$ cat src/rtl/ifl_params.svh
// Constants of the instruction format and length decoder
`ifndef IFL_PARAMS_SVH
`define IFL_PARAMS_SVH
`define IFL_ADDR_W   32
`define IFL_MAX_LEN  15
`define IFL_FIFO_D   8
`define IFL_GP_ERR   16'h0000
// Prefix byte values
`define IFL_PFX_ES   8'h26
`define IFL_PFX_CS   8'h2E
`define IFL_PFX_SS   8'h36
`define IFL_PFX_DS   8'h3E
`define IFL_PFX_FS   8'h64
`define IFL_PFX_GS   8'h65
`define IFL_PFX_OPSZ 8'h66
`define IFL_PFX_ADSZ 8'h67
`define IFL_PFX_LOCK 8'hF0
`define IFL_PFX_RPNE 8'hF2
`define IFL_PFX_REP  8'hF3
`define IFL_OPC_ESC  8'h0F
// Bit splits of the operand-locator and scale-index-base bytes
`define IFL_MOD_HI   7
`define IFL_MOD_LO   6
`define IFL_REG_HI   5
`define IFL_REG_LO   3
`define IFL_RM_HI    2
`define IFL_RM_LO    0
`define IFL_MOD_DIR  2'h3
`define IFL_RM_SIB   3'h4
`define IFL_RM_D32   3'h5
`define IFL_RM_D16   3'h6
// Immediate kinds and field sizes in bytes
`define IFL_IMM_NONE 2'h0
`define IFL_IMM_8    2'h1
`define IFL_IMM_16   2'h2
`define IFL_IMM_V    2'h3
`define IFL_SZ0      3'h0
`define IFL_SZ8      3'h1
`define IFL_SZ16     3'h2
`define IFL_SZ32     3'h4
`endif

$ cat src/rtl/ifl_pkg.sv
// Types shared by the instruction format and length decoder
`include "ifl_params.svh"
package ifl_pkg;
   // Parse position inside one instruction
   typedef enum logic [2:0] {
      ST_FIRST, ST_OPC2, ST_MODRM, ST_SIB, ST_DISP, ST_IMM
   } ifl_state_t;

   // One decoded instruction, as queued toward the pipeline
   typedef struct packed {
      logic [`IFL_ADDR_W-1:0] start;
      logic [3:0]             len;
      logic [3:0]             pfxCnt;
      logic                   twoByte;
      logic                   hasModrm;
      logic                   hasSib;
      logic [2:0]             dispLen;
      logic [2:0]             immLen;
      logic                   fault;
      logic [2:0]             seg;
      logic                   opInv;
      logic                   adInv;
      logic                   lock;
      logic                   repNe;
      logic                   rep;
      logic [7:0]             opcode;
      logic [7:0]             modrm;
      logic [7:0]             sib;
   } ifl_rec_t;
endpackage : ifl_pkg

$ cat src/rtl/ifl_decoder.sv
// Instruction format and length decoder, byte stream in, records out
`timescale 1ns/1ps
`default_nettype none
`include "ifl_params.svh"
module ifl_decoder #(
   parameter int unsigned MAX_LEN    = `IFL_MAX_LEN,
   parameter int unsigned FIFO_DEPTH = `IFL_FIFO_D
) (
   // Clock and reset
   input  wire logic        clk,
   input  wire logic        rst_n,
   // Default code attributes
   input  wire logic        defAddr32,
   input  wire logic        defOp32,
   // Byte stream from fetch
   input  wire logic [7:0]  inByte,
   input  wire logic        inValid,
   output logic             inReady,
   // Decoded instruction toward the pipeline
   output logic             outValid,
   input  wire logic        outReady,
   output logic [`IFL_ADDR_W-1:0] outStart,
   output logic [3:0]       outLen,
   output logic             outFault,
   output logic [15:0]      outErrCode,
   output logic [3:0]       outPfxCnt,
   output logic             outTwoByte,
   output logic             outHasModrm,
   output logic             outHasSib,
   output logic [2:0]       outDispLen,
   output logic [2:0]       outImmLen,
   output logic [2:0]       outSeg,
   output logic             outOpInv,
   output logic             outAdInv,
   output logic             outLock,
   output logic             outRepNe,
   output logic             outRep,
   output logic [7:0]       outOpcode,
   output logic [1:0]       outMod,
   output logic [2:0]       outReg,
   output logic [2:0]       outRm,
   output logic [1:0]       outScale,
   output logic [2:0]       outIndex,
   output logic [2:0]       outBase
);
   // The length field is four bits wide
   if (MAX_LEN < 1 || MAX_LEN > 15) begin : g_chk
      $error("ifl_decoder: MAX_LEN must be 1..15");
   end

   // Segment override code 1..6, zero when not a segment prefix
   function automatic logic [2:0] segCode(input logic [7:0] b);
      segCode = (b == `IFL_PFX_ES) ? 3'h1 : (b == `IFL_PFX_CS) ? 3'h2 :
                (b == `IFL_PFX_SS) ? 3'h3 : (b == `IFL_PFX_DS) ? 3'h4 :
                (b == `IFL_PFX_FS) ? 3'h5 : (b == `IFL_PFX_GS) ? 3'h6 :
                3'h0;
   endfunction : segCode

   // Opcode class: {needs locator, immediate kind, memory-offset form}
   function automatic logic [3:0] opClass(input logic two,
                                          input logic [7:0] op);
      opClass = {1'h0, `IFL_IMM_NONE, 1'h0};
      if (two) begin
         casez (op)
            8'b1000_????: opClass = {1'h0, `IFL_IMM_V, 1'h0};
            8'hBA, 8'hA4, 8'hAC: opClass = {1'h1, `IFL_IMM_8, 1'h0};
            8'h06, 8'h08, 8'h09, 8'h0B, 8'h30, 8'h31, 8'h32, 8'h33,
            8'h77, 8'hA0, 8'hA1, 8'hA2, 8'hA8, 8'hA9, 8'hAA,
            8'b1100_1???: opClass = {1'h0, `IFL_IMM_NONE, 1'h0};
            default: opClass = {1'h1, `IFL_IMM_NONE, 1'h0};
         endcase
      end else begin
         casez (op)
            8'b00??_?0??, 8'h62, 8'h63, 8'b1000_01??, 8'b1000_1???,
            8'hC4, 8'hC5, 8'b1101_00??, 8'b1101_1???,
            8'hF6, 8'hF7, 8'hFE, 8'hFF:
               opClass = {1'h1, `IFL_IMM_NONE, 1'h0};
            8'b00??_?100, 8'h6A, 8'b0111_????, 8'hA8, 8'b1011_0???,
            8'hCD, 8'hD4, 8'hD5, 8'b1110_0???, 8'hEB:
               opClass = {1'h0, `IFL_IMM_8, 1'h0};
            8'b00??_?101, 8'h68, 8'hA9, 8'b1011_1???, 8'hE8, 8'hE9:
               opClass = {1'h0, `IFL_IMM_V, 1'h0};
            8'h6B, 8'h80, 8'h82, 8'h83, 8'hC0, 8'hC1, 8'hC6:
               opClass = {1'h1, `IFL_IMM_8, 1'h0};
            8'h69, 8'h81, 8'hC7: opClass = {1'h1, `IFL_IMM_V, 1'h0};
            8'hC2, 8'hCA: opClass = {1'h0, `IFL_IMM_16, 1'h0};
            8'b1010_00??: opClass = {1'h0, `IFL_IMM_NONE, 1'h1};
            default: opClass = {1'h0, `IFL_IMM_NONE, 1'h0};
         endcase
      end
   endfunction : opClass

   // Bytes of an immediate of the given kind
   function automatic logic [2:0] immBytes(input logic [1:0] k,
                                           input logic op32);
      unique case (k)
         `IFL_IMM_NONE: immBytes = `IFL_SZ0;
         `IFL_IMM_8:    immBytes = `IFL_SZ8;
         `IFL_IMM_16:   immBytes = `IFL_SZ16;
         default:       immBytes = op32 ? `IFL_SZ32 : `IFL_SZ16;
      endcase
   endfunction : immBytes

   ifl_pkg::ifl_state_t   state_r, state_nxt;  // Parse position
   ifl_pkg::ifl_rec_t     cur_r, cur_nxt;      // Instruction being built
   ifl_pkg::ifl_rec_t     recOut_r, recOut_nxt;// Finished, awaiting queue
   ifl_pkg::ifl_rec_t     head;                // Queue head word
   logic                  recValid_r, recValid_nxt;
   logic                  inReady_r;           // Mirror of free record slot
   logic [2:0]            left_r, left_nxt;    // Field bytes still due
   logic [`IFL_ADDR_W-1:0] addr_r;             // Address of next byte
   logic                  done;                // Instruction ends this byte
   logic                  toTail;              // Addressing part complete
   logic                  fifoReady;
   logic [3:0]            cls;

   wire       acc   = inValid && inReady_r;
   wire [2:0] sc    = segCode(inByte);
   wire       isPfx = (sc != 3'h0) || inByte == `IFL_PFX_OPSZ ||
                      inByte == `IFL_PFX_ADSZ || inByte == `IFL_PFX_LOCK ||
                      inByte == `IFL_PFX_RPNE || inByte == `IFL_PFX_REP;
   wire       a32   = defAddr32 ^ cur_r.adInv;
   wire       o32   = defOp32 ^ cur_r.opInv;
   wire [1:0] bMod  = inByte[`IFL_MOD_HI:`IFL_MOD_LO];
   wire [2:0] bReg  = inByte[`IFL_REG_HI:`IFL_REG_LO];
   wire [2:0] bRm   = inByte[`IFL_RM_HI:`IFL_RM_LO];
   wire       wantSib = a32 && bRm == `IFL_RM_SIB && bMod != `IFL_MOD_DIR;
   wire       fifoTake = recValid_r && fifoReady;

   // Parse one accepted byte and decide where the instruction stands
   always_comb begin
      cur_nxt   = cur_r;
      state_nxt = state_r;
      left_nxt  = left_r;
      done      = 1'h0;
      toTail    = 1'h0;
      cls       = opClass(cur_r.twoByte, inByte);
      if (acc) begin
         cur_nxt.len = cur_r.len + 4'h1;
         unique case (state_r)
            ifl_pkg::ST_FIRST, ifl_pkg::ST_OPC2: begin
               if (state_r == ifl_pkg::ST_FIRST && isPfx) begin
                  // Flags merge by OR and the larger segment code wins,
                  // so any order of prefixes gives one result
                  cur_nxt.pfxCnt = cur_r.pfxCnt + 4'h1;
                  cur_nxt.seg    = (sc > cur_r.seg) ? sc : cur_r.seg;
                  cur_nxt.opInv  = cur_r.opInv | (inByte == `IFL_PFX_OPSZ);
                  cur_nxt.adInv  = cur_r.adInv | (inByte == `IFL_PFX_ADSZ);
                  cur_nxt.lock   = cur_r.lock | (inByte == `IFL_PFX_LOCK);
                  cur_nxt.repNe  = cur_r.repNe | (inByte == `IFL_PFX_RPNE);
                  cur_nxt.rep    = cur_r.rep | (inByte == `IFL_PFX_REP);
               end else if (state_r == ifl_pkg::ST_FIRST &&
                            inByte == `IFL_OPC_ESC) begin
                  cur_nxt.twoByte = 1'h1;
                  state_nxt       = ifl_pkg::ST_OPC2;
               end else begin
                  cur_nxt.opcode   = inByte;
                  cur_nxt.hasModrm = cls[3];
                  cur_nxt.immLen   = immBytes(cls[2:1], o32);
                  if (cls[0]) begin
                     cur_nxt.dispLen = a32 ? `IFL_SZ32 : `IFL_SZ16;
                  end
                  if (cls[3]) state_nxt = ifl_pkg::ST_MODRM;
                  else toTail = 1'h1;
               end
            end
            ifl_pkg::ST_MODRM: begin
               cur_nxt.modrm  = inByte;
               cur_nxt.hasSib = wantSib;
               // Test forms of the unary group carry an immediate
               if (!cur_r.twoByte && cur_r.opcode[7:1] == 7'h7B &&
                   bReg == 3'h0) begin
                  cur_nxt.immLen = immBytes(cur_r.opcode[0] ?
                     `IFL_IMM_V : `IFL_IMM_8, o32);
               end
               if (bMod == 2'h1) cur_nxt.dispLen = `IFL_SZ8;
               else if (bMod == 2'h2) cur_nxt.dispLen =
                  a32 ? `IFL_SZ32 : `IFL_SZ16;
               else if (bMod == 2'h0 && a32 && bRm == `IFL_RM_D32)
                  cur_nxt.dispLen = `IFL_SZ32;
               else if (bMod == 2'h0 && !a32 && bRm == `IFL_RM_D16)
                  cur_nxt.dispLen = `IFL_SZ16;
               if (wantSib) state_nxt = ifl_pkg::ST_SIB;
               else toTail = 1'h1;
            end
            ifl_pkg::ST_SIB: begin
               cur_nxt.sib = inByte;
               // Base 101 without displacement mode means a bare d32
               if (cur_r.modrm[`IFL_MOD_HI:`IFL_MOD_LO] == 2'h0 &&
                   bRm == `IFL_RM_D32) cur_nxt.dispLen = `IFL_SZ32;
               toTail = 1'h1;
            end
            ifl_pkg::ST_DISP: begin
               if (left_r == 3'h1) begin
                  if (cur_r.immLen != `IFL_SZ0) begin
                     state_nxt = ifl_pkg::ST_IMM;
                     left_nxt  = cur_r.immLen;
                  end else done = 1'h1;
               end else left_nxt = left_r - 3'h1;
            end
            ifl_pkg::ST_IMM: begin
               if (left_r == 3'h1) done = 1'h1;
               else left_nxt = left_r - 3'h1;
            end
         endcase
         // Addressing done: move on to displacement, immediate or end
         if (toTail) begin
            if (cur_nxt.dispLen != `IFL_SZ0) begin
               state_nxt = ifl_pkg::ST_DISP;
               left_nxt  = cur_nxt.dispLen;
            end else if (cur_nxt.immLen != `IFL_SZ0) begin
               state_nxt = ifl_pkg::ST_IMM;
               left_nxt  = cur_nxt.immLen;
            end else done = 1'h1;
         end
         // The last allowed byte with more still due is a fault
         if (!done && cur_nxt.len == 4'(MAX_LEN)) begin
            cur_nxt.fault = 1'h1;
            done          = 1'h1;
         end
      end
      recOut_nxt   = done ? cur_nxt : recOut_r;
      recValid_nxt = done || (recValid_r && !fifoTake);
      if (done) begin
         // Prefix state ends with its instruction; next byte starts anew
         state_nxt     = ifl_pkg::ST_FIRST;
         cur_nxt       = '0;
         cur_nxt.start = addr_r + `IFL_ADDR_W'(1);
      end
   end

   // Parse state, byte address and finished-record slot
   always_ff @(posedge clk or negedge rst_n) begin
      if (!rst_n) begin
         state_r    <= ifl_pkg::ST_FIRST;
         cur_r      <= '0;
         left_r     <= 3'h0;
         addr_r     <= '0;
         recOut_r   <= '0;
         recValid_r <= 1'h0;
         inReady_r  <= 1'h1;
      end else begin
         state_r    <= state_nxt;
         cur_r      <= cur_nxt;
         left_r     <= left_nxt;
         if (acc) addr_r <= addr_r + `IFL_ADDR_W'(1);
         recOut_r   <= recOut_nxt;
         recValid_r <= recValid_nxt;
         inReady_r  <= !recValid_nxt;  // Stall fetch while a finished record awaits the queue
      end
   end

   // Queue of finished records; its back-pressure stalls the parser
   ifl_fifo #(.WIDTH($bits(ifl_pkg::ifl_rec_t)), .DEPTH(FIFO_DEPTH)) u_q (
      .clk      (clk),
      .rst_n    (rst_n),
      .inValid  (recValid_r),
      .inReady  (fifoReady),
      .inData   (recOut_r),
      .outValid (outValid),
      .outReady (outReady),
      .outData  (head)
   );

   // Result fields straight from the queue's head register, except the fixed error code
   assign inReady     = inReady_r;
   assign outStart    = head.start;
   assign outLen      = head.len;
   assign outFault    = head.fault;
   assign outErrCode  = `IFL_GP_ERR;  // Fault always reports code zero
   assign outPfxCnt   = head.pfxCnt;
   assign outTwoByte  = head.twoByte;
   assign outHasModrm = head.hasModrm;
   assign outHasSib   = head.hasSib;
   assign outDispLen  = head.dispLen;
   assign outImmLen   = head.immLen;
   assign outSeg      = head.seg;
   assign outOpInv    = head.opInv;
   assign outAdInv    = head.adInv;
   assign outLock     = head.lock;
   assign outRepNe    = head.repNe;
   assign outRep      = head.rep;
   assign outOpcode   = head.opcode;
   assign outMod      = head.modrm[`IFL_MOD_HI:`IFL_MOD_LO];
   assign outReg      = head.modrm[`IFL_REG_HI:`IFL_REG_LO];
   assign outRm       = head.modrm[`IFL_RM_HI:`IFL_RM_LO];
   assign outScale    = head.sib[`IFL_MOD_HI:`IFL_MOD_LO];
   assign outIndex    = head.sib[`IFL_REG_HI:`IFL_REG_LO];
   assign outBase     = head.sib[`IFL_RM_HI:`IFL_RM_LO];
endmodule : ifl_decoder
`default_nettype wire

$ cat src/rtl/ifl_fifo.sv
// Result queue with a registered head word
`timescale 1ns/1ps
`default_nettype none
module ifl_fifo #(
   parameter int unsigned WIDTH = 8,
   parameter int unsigned DEPTH = 8
) (
   // Clock and reset
   input  wire logic             clk,
   input  wire logic             rst_n,
   // Filling side
   input  wire logic             inValid,
   output logic                  inReady,
   input  wire logic [WIDTH-1:0] inData,
   // Draining side
   output logic                  outValid,
   input  wire logic             outReady,
   output logic [WIDTH-1:0]      outData
);
   localparam int unsigned AW = $clog2(DEPTH);

   // Pointers wrap naturally, so the depth must be a power of two
   if (DEPTH < 2 || (DEPTH & (DEPTH - 1)) != 0) begin : g_chk
      $error("ifl_fifo: DEPTH must be a power of two, at least 2");
   end

   logic [WIDTH-1:0] mem [DEPTH];   // Storage words
   logic [AW-1:0]    wrPtr_r;       // Next slot to write
   logic [AW-1:0]    rdPtr_r;       // Next slot to read
   logic [AW:0]      cnt_r;         // Words in storage
   logic             headValid_r;   // Head register holds a word
   logic [WIDTH-1:0] headData_r;    // Head word, drives the output

   wire push = inValid && inReady;
   // Refill the head when it is empty or being taken this cycle
   wire load = (cnt_r != '0) && (!headValid_r || outReady);

   assign inReady  = (cnt_r != (AW+1)'(DEPTH));
   assign outValid = headValid_r;
   assign outData  = headData_r;

   // Storage write; no reset needed on data words
   always_ff @(posedge clk) begin
      if (push) begin
         mem[wrPtr_r] <= inData;
      end
   end

   // Pointers, fill count and head register
   always_ff @(posedge clk or negedge rst_n) begin
      if (!rst_n) begin
         wrPtr_r     <= '0;
         rdPtr_r     <= '0;
         cnt_r       <= '0;
         headValid_r <= 1'h0;
         headData_r  <= '0;
      end else begin
         if (push) wrPtr_r <= wrPtr_r + AW'(1);
         if (load) rdPtr_r <= rdPtr_r + AW'(1);
         cnt_r <= cnt_r + (AW+1)'(push) - (AW+1)'(load);
         if (load) begin
            headValid_r <= 1'h1;
            headData_r  <= mem[rdPtr_r];
         end else if (outReady) begin
            headValid_r <= 1'h0;
         end
      end
   end
endmodule : ifl_fifo
`default_nettype wire

$ cat config.mk
export PLATFORM = sky130hd
export DESIGN_NAME = ifl_decoder
export DESIGN_NICKNAME = d
export VERILOG_FILES = /design/src/rtl/ifl_pkg.sv /design/src/rtl/ifl_decoder.sv /design/src/rtl/ifl_fifo.sv
export VERILOG_INCLUDE_DIRS = /design/src /design/src/rtl
export SDC_FILE = /design/constraint.sdc
export NUM_CORES = 1
export LEC_CHECK = 0
export ABC_AREA = 1
export BUFFER_PORTS_ARGS = -buffer_cell sky130_fd_sc_hd__buf_2
export CAP_MARGIN = 15
export CORE_MARGIN = 4
export CORE_UTILIZATION = 40
export DETAILED_ROUTE_END_ITERATION = 12
export GPL_TIMING_DRIVEN = 0
export SLEW_MARGIN = 40
export SYNTH_ARGS = -nofsm -noshare
export SYNTH_HDL_FRONTEND = slang
export SYNTH_SLANG_ARGS = --single-unit
$ cat constraint.sdc
create_clock -name clk -period 5.4 [get_ports clk]
set_input_delay 0.54 -clock clk [delete_from_list [all_inputs] [get_ports clk]]
set_output_delay 0.54 -clock clk [all_outputs]
set_load 0.03 [all_outputs]
==> summary.txt, run 1 <==
Floorplanning
  – Chip width: 318 um
  – Chip Height: roughly 320 um
  – Starting Density: 40.5%
  – Core Box Area: 95300 sq um
  – Die area: 101000 sq um
  – IO Count: 114
  – Std-Cell Rows: 113

Placed design
  – Input/output buffers: 96
  – Placer Congestion: 0.873
  – Dpl cells: ~4700
  – Post-DP HPWL: between 70000 and 80000 um

Synthesis
  – #FFs+latches synth: roughly 950
  – Simple-gate share of the synthesized area: 13.8%
  – Post-synth EDFFs: 656
  – Post-Synthesis Cells: 3319
  – Asr flop ratio synth: 31.2%
  – Syn. warnings: 0
  – Register area share after synthesis: 70.4%
  – Compound-Gate Fraction of Synth Area: around a tenth
  – Distinct cells, synth: 43
  – Top-count cell post-synth: edfxtp_1
  – Synth area leaders: edfxtp_1 51%, dfrtp_1 19%, nand2_1 6.1%
  – Synth Area in XOR/XNOR: less than 1%
  – Multiplexer area fraction after synthesis: less than 1%
  – Main synth FF type: edfxtp_1
  – Synth area leader: edfxtp_1
  – Avg Cell Area, Syn: 11.6 sq um
  – Post-Syn Area: roughly 39000 sq um
  – Largest family of logic cells by synthesized area: simple AND/OR/NAND/NOR gates
  – Synth Area in Adders: less than 1%
  – Synth top cells by count: 656 x edfxtp_1, 622 x nand2_1, 407 x nor2_1
  – Share of the synthesized area in the top cell type: 51.1%

Timing
  – Slew margin rel.: around two fifths
  – Worst-Margin Slew: 0.929 ns
  – Final hold vios: 0
  – Min Tclk post-route: 3.24 ns
  – Final setup viols: 0
  – RSZ-0062 raised after global routing: false
  – F_max: 0.309 GHz
  – Fin crit share: 60.0%
  – Fin. max-slew vios: 0
  – Clock Skew: 0.0392 ns
  – Setup TNS: 0 ns

Detailed routing
  – Final WL: 113000 um
  – ANT nets after route: 0
  – Drt pass-1 iters: 7
  – Vias per cell: 5.46
  – Routed WL per cell: around 23 um
  – Routed via count: between 20000 and 30000
  – DRC errors left: 0
  – Initial DRC count: 3022

Clock network
  – Cts bufs inserted: 100
  – CTS tree: yes
  – Clock Pin Slew Worst Setup and Hold Paths: 0.06 ns
  – CTS max path bufs: 3
  – CTS Hold Bufs: 1
  – Clock root buffer: clkbuf_16
  – Clock Latency Late Sink: between 0.6 and 0.7 ns
  – Post-CTS sizing: 0
  – CTS sink count: between 900 and 1000
  – H-tree Lvls: 3
  – Setup bufs post-CTS: 0

Setup path
  – Critical Path AT: about 3.8 ns
  – Worst Path Required: 5.96 ns
  – Critical Path Sink Type: register
  – CP Launch Type: register
  – CP Max Fanout: 10
  – Setup CP Type: reg2reg

Job
  – Max_cap viols: 0

Layout
  – Nets: 3618
  – # fillers: 8621
  – Share of layout cells above drive strength 1: 10.8%
  – P&R area growth vs syn: 17.3%
  – Post-Layout Cell Count: 4937

Power and ir drop
  – PwrDens: between 500 and 600 nW/um^2
  – VDD IR-drop max: 0.354 mV
  – Leak pwr: 0.0176 uW

Run status
  – Outcome: finished clean

Global routing
  – Vias in the first global route: 26400
  – Pin count of the biggest net entering global routing: 71
  – Initial antenna violation count: 1
  – Tot GR Track Use: 21.7%
  – Gr ovfl total: 0
  – Global-route wire length before repair: 168000 um

Hold path
  – Hold Path Class: in2reg
-- logic make-up after synthesis --
group                    count (synthesis)
other                                    1
multiplexers                             1
adder cells (fa/ha/maj)                 18
AO/OA/AOI/OAI                          676
XOR/XNOR                                43
buffers and inverters                  328
flip-flops                             953
AND/OR/NAND/NOR                       1299
-- path summary, 6_finish.rpt --
path,from,end,slack (ns),depth (start not counted)
max in group asynchronous,rst_n,recOut_r[1],4.01,4
worst max-delay path,cur_r[41],recOut_r[2],2.16,14
worst max register to register,cur_r[41],recOut_r[2],2.16,14
worst min-delay path,outReady,u_q.outValid,0.08,2
worst min register to register,u_q.outData[74],u_q.outData[74],0.47,2
min in group asynchronous,rst_n,u_q.outData[48],0.35,2
-- state kept, by name, summed over array words and instances, names as in the netlist, 3 cells and up --
| name | flops |
|---|---|
| recOut_r | 82 |
| u_q.cnt_r | 4 |
| u_q.rdPtr_r | 3 |
| state_r | 3 |
| addr_r | 32 |
| u_q.outData | 82 |
| left_r | 3 |
| u_q.wrPtr_r | 3 |
| u_q.mem | 656 |
| cur_r | 82 |
-- per-layer routing --
metal / up-vias / GRT usage [%] / share of wire, %
li1: 12300 / - / -
met1: 13400 / 30.0 / 42
met2: 1085 / 35.8 / 47
met3: 183 / 3.44 / 7.4
met4: 0 / 6.22 / 2.7
met5: - / 0 / 0
-- stage by stage --
stage                     worst slack [ns]  util [%]  power (uW)  hold slack (ns)  instance area [sq um]
final                                 2.16      47.5       26400           0.0753                  45200
after global routing                  1.98      47.5       27700           0.0803                  45200
after CTS                             2.19      47.5       26400           0.0568                  45200
after detailed placement              1.64      44.0       19500            0.460                  41900
after global placement               -3.38      42.7       19300            0.456                  40700
after floorplan                      0.448         -       15700            0.244                  38600
-- critical path: stages (launching register included) --
cell and delay [ns]:
dfrtp_1 0.45, inv_1 0.23, nand3_1 0.11, nor3_1 0.33, inv_1 0.14, nand2_1 0.08, o21ai_0 0.08, nand2_1 0.07
nand2_1 0.04, a21oi_1 0.33, nand3_1 0.27, nand3_2 0.17, clkbuf_1 0.40, nand3b_1 0.32, nand2_1 0.14
-- area by class of cell --
type                            instances  area, sq um  share of cell area (%)
Antenna cell                            1         2.50                 0.00553
Clock buffer                          146         2890                    6.38
Multi-Input combinational cell       2053        10200                    22.5
Inverter                              107          402                   0.888
Clock inverter                         41          444                   0.982
Tap cell                             1265         1580                    3.50
Sequential cell                       953        27100                    60.0
Timing Repair Buffer                  150         1620                    3.58
Buffer                                221         1000                    2.21
-- power breakdown --
part / leakage, uW / internal (uW) / switching (uW) / total, uW
combinational: 0.00603 / 2410 / 6360 / 8780
clock: 0.00163 / 4010 / 2890 / 6910
sequential: 0.00994 / 9470 / 1210 / 10700
-- cell usage in the layout, fill, tap and decap left out, drive strengths merged --
| master | synthesis | routed |
|---|---|---|
| edfxtp | 656 | 656 |
| nand2 | 626 | 626 |
| nor2 | 411 | 411 |
| o21ai | 404 | 404 |
| clkbuf | 158 | 304 |
| dfrtp | 296 | 296 |
| buf | 63 | 212 |
| nand3 | 200 | 200 |
| o221ai | 143 | 143 |
| inv | 107 | 109 |
| a21oi | 58 | 58 |
| xor2 | 37 | 37 |
| nand3b | 29 | 29 |
| clkinv | 0 | 29 |
| o211ai | 23 | 23 |
| o22ai | 22 | 22 |
| nor3 | 20 | 20 |
| ha | 17 | 17 |
| conb | 1 | 16 |
| a21boi | 12 | 12 |
| nand4 | 8 | 8 |
| xnor2 | 6 | 6 |
| bufinv | 0 | 6 |
| a31oi | 5 | 5 |
| nor4 | 4 | 4 |
| clkinvlp | 0 | 4 |
| a41o | 3 | 3 |
| a31o | 2 | 2 |
| diode | 0 | 1 |
| a22oi | 1 | 1 |
| a32oi | 1 | 1 |
| mux2i | 1 | 1 |
| a211oi | 1 | 1 |
| or2 | 1 | 1 |
| o31ai | 1 | 1 |
| fa | 1 | 1 |
| dlygate4sd3 | 0 | 1 |
| dfstp | 1 | 1 |
Note: power is estimated with default switching activity, not from simulation.
==> run 2: changes to the inputs <==
clock period = 3.3 ns   (was 5.4 ns; I/O delays follow)
==> summary.txt, run 2 (synthesis gave the netlist of run 1 again) <==
Power and ir drop
  – P_sw: 17100 uW
  – Clock Power Share: 25.9%
  – Leak pwr: 0.0175 uW
  – VDD IR-drop max: 0.442 mV
  – Combinational Power Share: 33.3%
  – Seq pwr share: between 40% and 50%
  – Power Internal: 25800 uW
  – Sw Ratio: 39.9%
  – PwrDens: 953 nW/um^2
  – Power, Total: between 40000 and 50000 uW

Clock network
  – Clock root buffer: clkbuf_16
  – Setup bufs post-CTS: 0
  – Clock Latency Late Sink: a little under 0.7 ns
  – CTS sink count: 953
  – Clock Pin Slew Worst Setup and Hold Paths: 0.06 ns
  – H-tree Lvls: 3
  – Cts bufs inserted: 98
  – CTS tree: yes
  – CTS max path bufs: 3

Job
  – Max_cap viols: 0

Setup path
  – Critical Path Sink Type: register
  – Setup CP Type: reg2reg
  – CP Max Fanout: 10
  – Critical Path AT: 3.73 ns
  – CP Launch Type: register
  – Worst Path Required: just under 4 ns

Detailed routing
  – Routed WL per cell: 22.8 um
  – Final WL: around 110000 um
  – Drt pass-1 iters: 7
  – Routed via count: 27000
  – ANT nets after route: 0
  – Vias per cell: 5.47
  – DRC errors left: 0
  – Initial DRC count: 3110

Timing
  – Final setup viols: 0
  – Setup TNS: 0 ns
  – F_max: 0.320 GHz
  – Clock Skew: 0.0416 ns
  – Fin. max-slew vios: 0
  – Final hold vios: 0
  – Worst-Margin Slew: 0.856 ns
  – Slew margin rel.: 42.7%
  – Fin crit share: 94.6%
  – RSZ-0062 raised after global routing: false
  – Min Tclk post-route: 3.12 ns

Placed design
  – Input/output buffers: 96
  – Placer Congestion: 0.859
  – Post-DP HPWL: 77700 um

Global routing
  – Initial antenna violation count: 0
  – Tot GR Track Use: around 22%
  – Gr ovfl total: 0
  – Vias in the first global route: 26400
  – Pin count of the biggest net entering global routing: 69
  – Global-route wire length before repair: 168000 um

Layout
  – Most frequent cells in the layout: 656 x edfxtp_1, 621 x nand2_1, 399 x o21ai_0, 398 x nor2_1, 296 x dfrtp_1
  – P&R area growth vs syn: 16.9%
  – Share of layout cells above drive strength 1: between 10% and 20%
  – Largest reg by FF count: u_q.mem
  – Max reg flops: 656
  – Number of diodes: 0
  – Nets: 3612
  – Most common cell after layout, fill and taps aside: edfxtp_1

Hold path
  – Hold Path Class: in2async

Run status
  – Outcome: finished clean

Floorplanning
  – Std-Cell Rows: 113
  – Die area: 101000 sq um
  – Core Box Area: between 90000 and 100000 sq um
  – IO Count: between 100 and 150
  – Chip width: about 320 um
  – Starting Density: 40.5%
  – Chip Height: 318 um
## run 2: cell types whose count changed in the layout (fill, tap and decap cells not counted), sizes merged
cell,previous run,this run
buf,212,207
clkbuf,304,294
clkinv,29,36
clkinvlp,4,3
diode,1,0
dlygate4sd3,1,2
inv,109,111
## run 2: per-stage QoR
stage               hold slack (ns)  std cells  setup slack, ns  instance area [sq um]  utilization, %
floorplan                    0.0344       3334           -0.291                  38600               -
global placement              0.457       4695            -4.33                  40700            42.7
detailed placement            0.309       4743           -0.107                  41800            43.8
CTS                           0.161       4930            0.122                  45000            47.3
global route                  0.227       4930           0.0297                  45100            47.3
finish                        0.199       4930            0.177                  45100            47.3
## run 2: critical path: stages (launching register included)
cell and delay [ns]:
dfrtp_1 0.32, inv_1 0.07, ha_1 0.24, a21oi_4 0.50, clkbuf_1 0.71, clkbuf_1 0.68
nand3_1 0.42, nand2_1 0.14
## run 2: layout make-up
type / instances / area (sq um)
Clock inverter: 49 / 483
Timing Repair Buffer: 146 / 1490
Fill cell: 8635 / 50200
Sequential cell: 953 / 27100
Multi-Input combinational cell: 2053 / 10200
Tap cell: 1265 / 1580
Inverter: 107 / 402
Clock buffer: 136 / 2780
Buffer: 221 / 1000
## run 2: final timing paths
path | start | to | slack [ns] | cells after the start
worst max register to register | u_q.cnt_r[2] | u_q.outData[54] | 0.18 | 7
max in group asynchronous | rst_n | u_q.cnt_r[2] | 1.68 | 5
worst min-delay path | rst_n | cur_r[26] | 0.20 | 2
worst max-delay path | u_q.cnt_r[2] | u_q.outData[54] | 0.18 | 7
min in group clk | inByte[5] | cur_r[21] | 0.25 | 5
worst min register to register | u_q.outData[10] | u_q.outData[10] | 0.47 | 2
## run 2: metal layers
metal,up-vias,wire (um),GRT usage (%)
met2,1105,52600,35.1
met4,0,3620,7.02
met1,13400,47800,30.0
met3,194,8160,3.64
met5,-,0,0
li1,12300,-,-
## run 2: power by group through the flow
stage | combinational [uW] | sequential (uW) | clock [uW]
6_report | 14300 | 17500 | 11100
5_1_grt | 15600 | 17700 | 11800
4_1_cts | 14300 | 17500 | 11200
3_5_place_dp | 14200 | 17700 | 0
3_3_place_gp | 13900 | 17700 | 0
2_1_floorplan | 7900 | 17900 | 0
## run 2: timing repair
item	CTS	global route
resized for setup	0	9
setup endpoints to repair	0	66
hold buffers	2	0
hold endpoints to repair	57	0
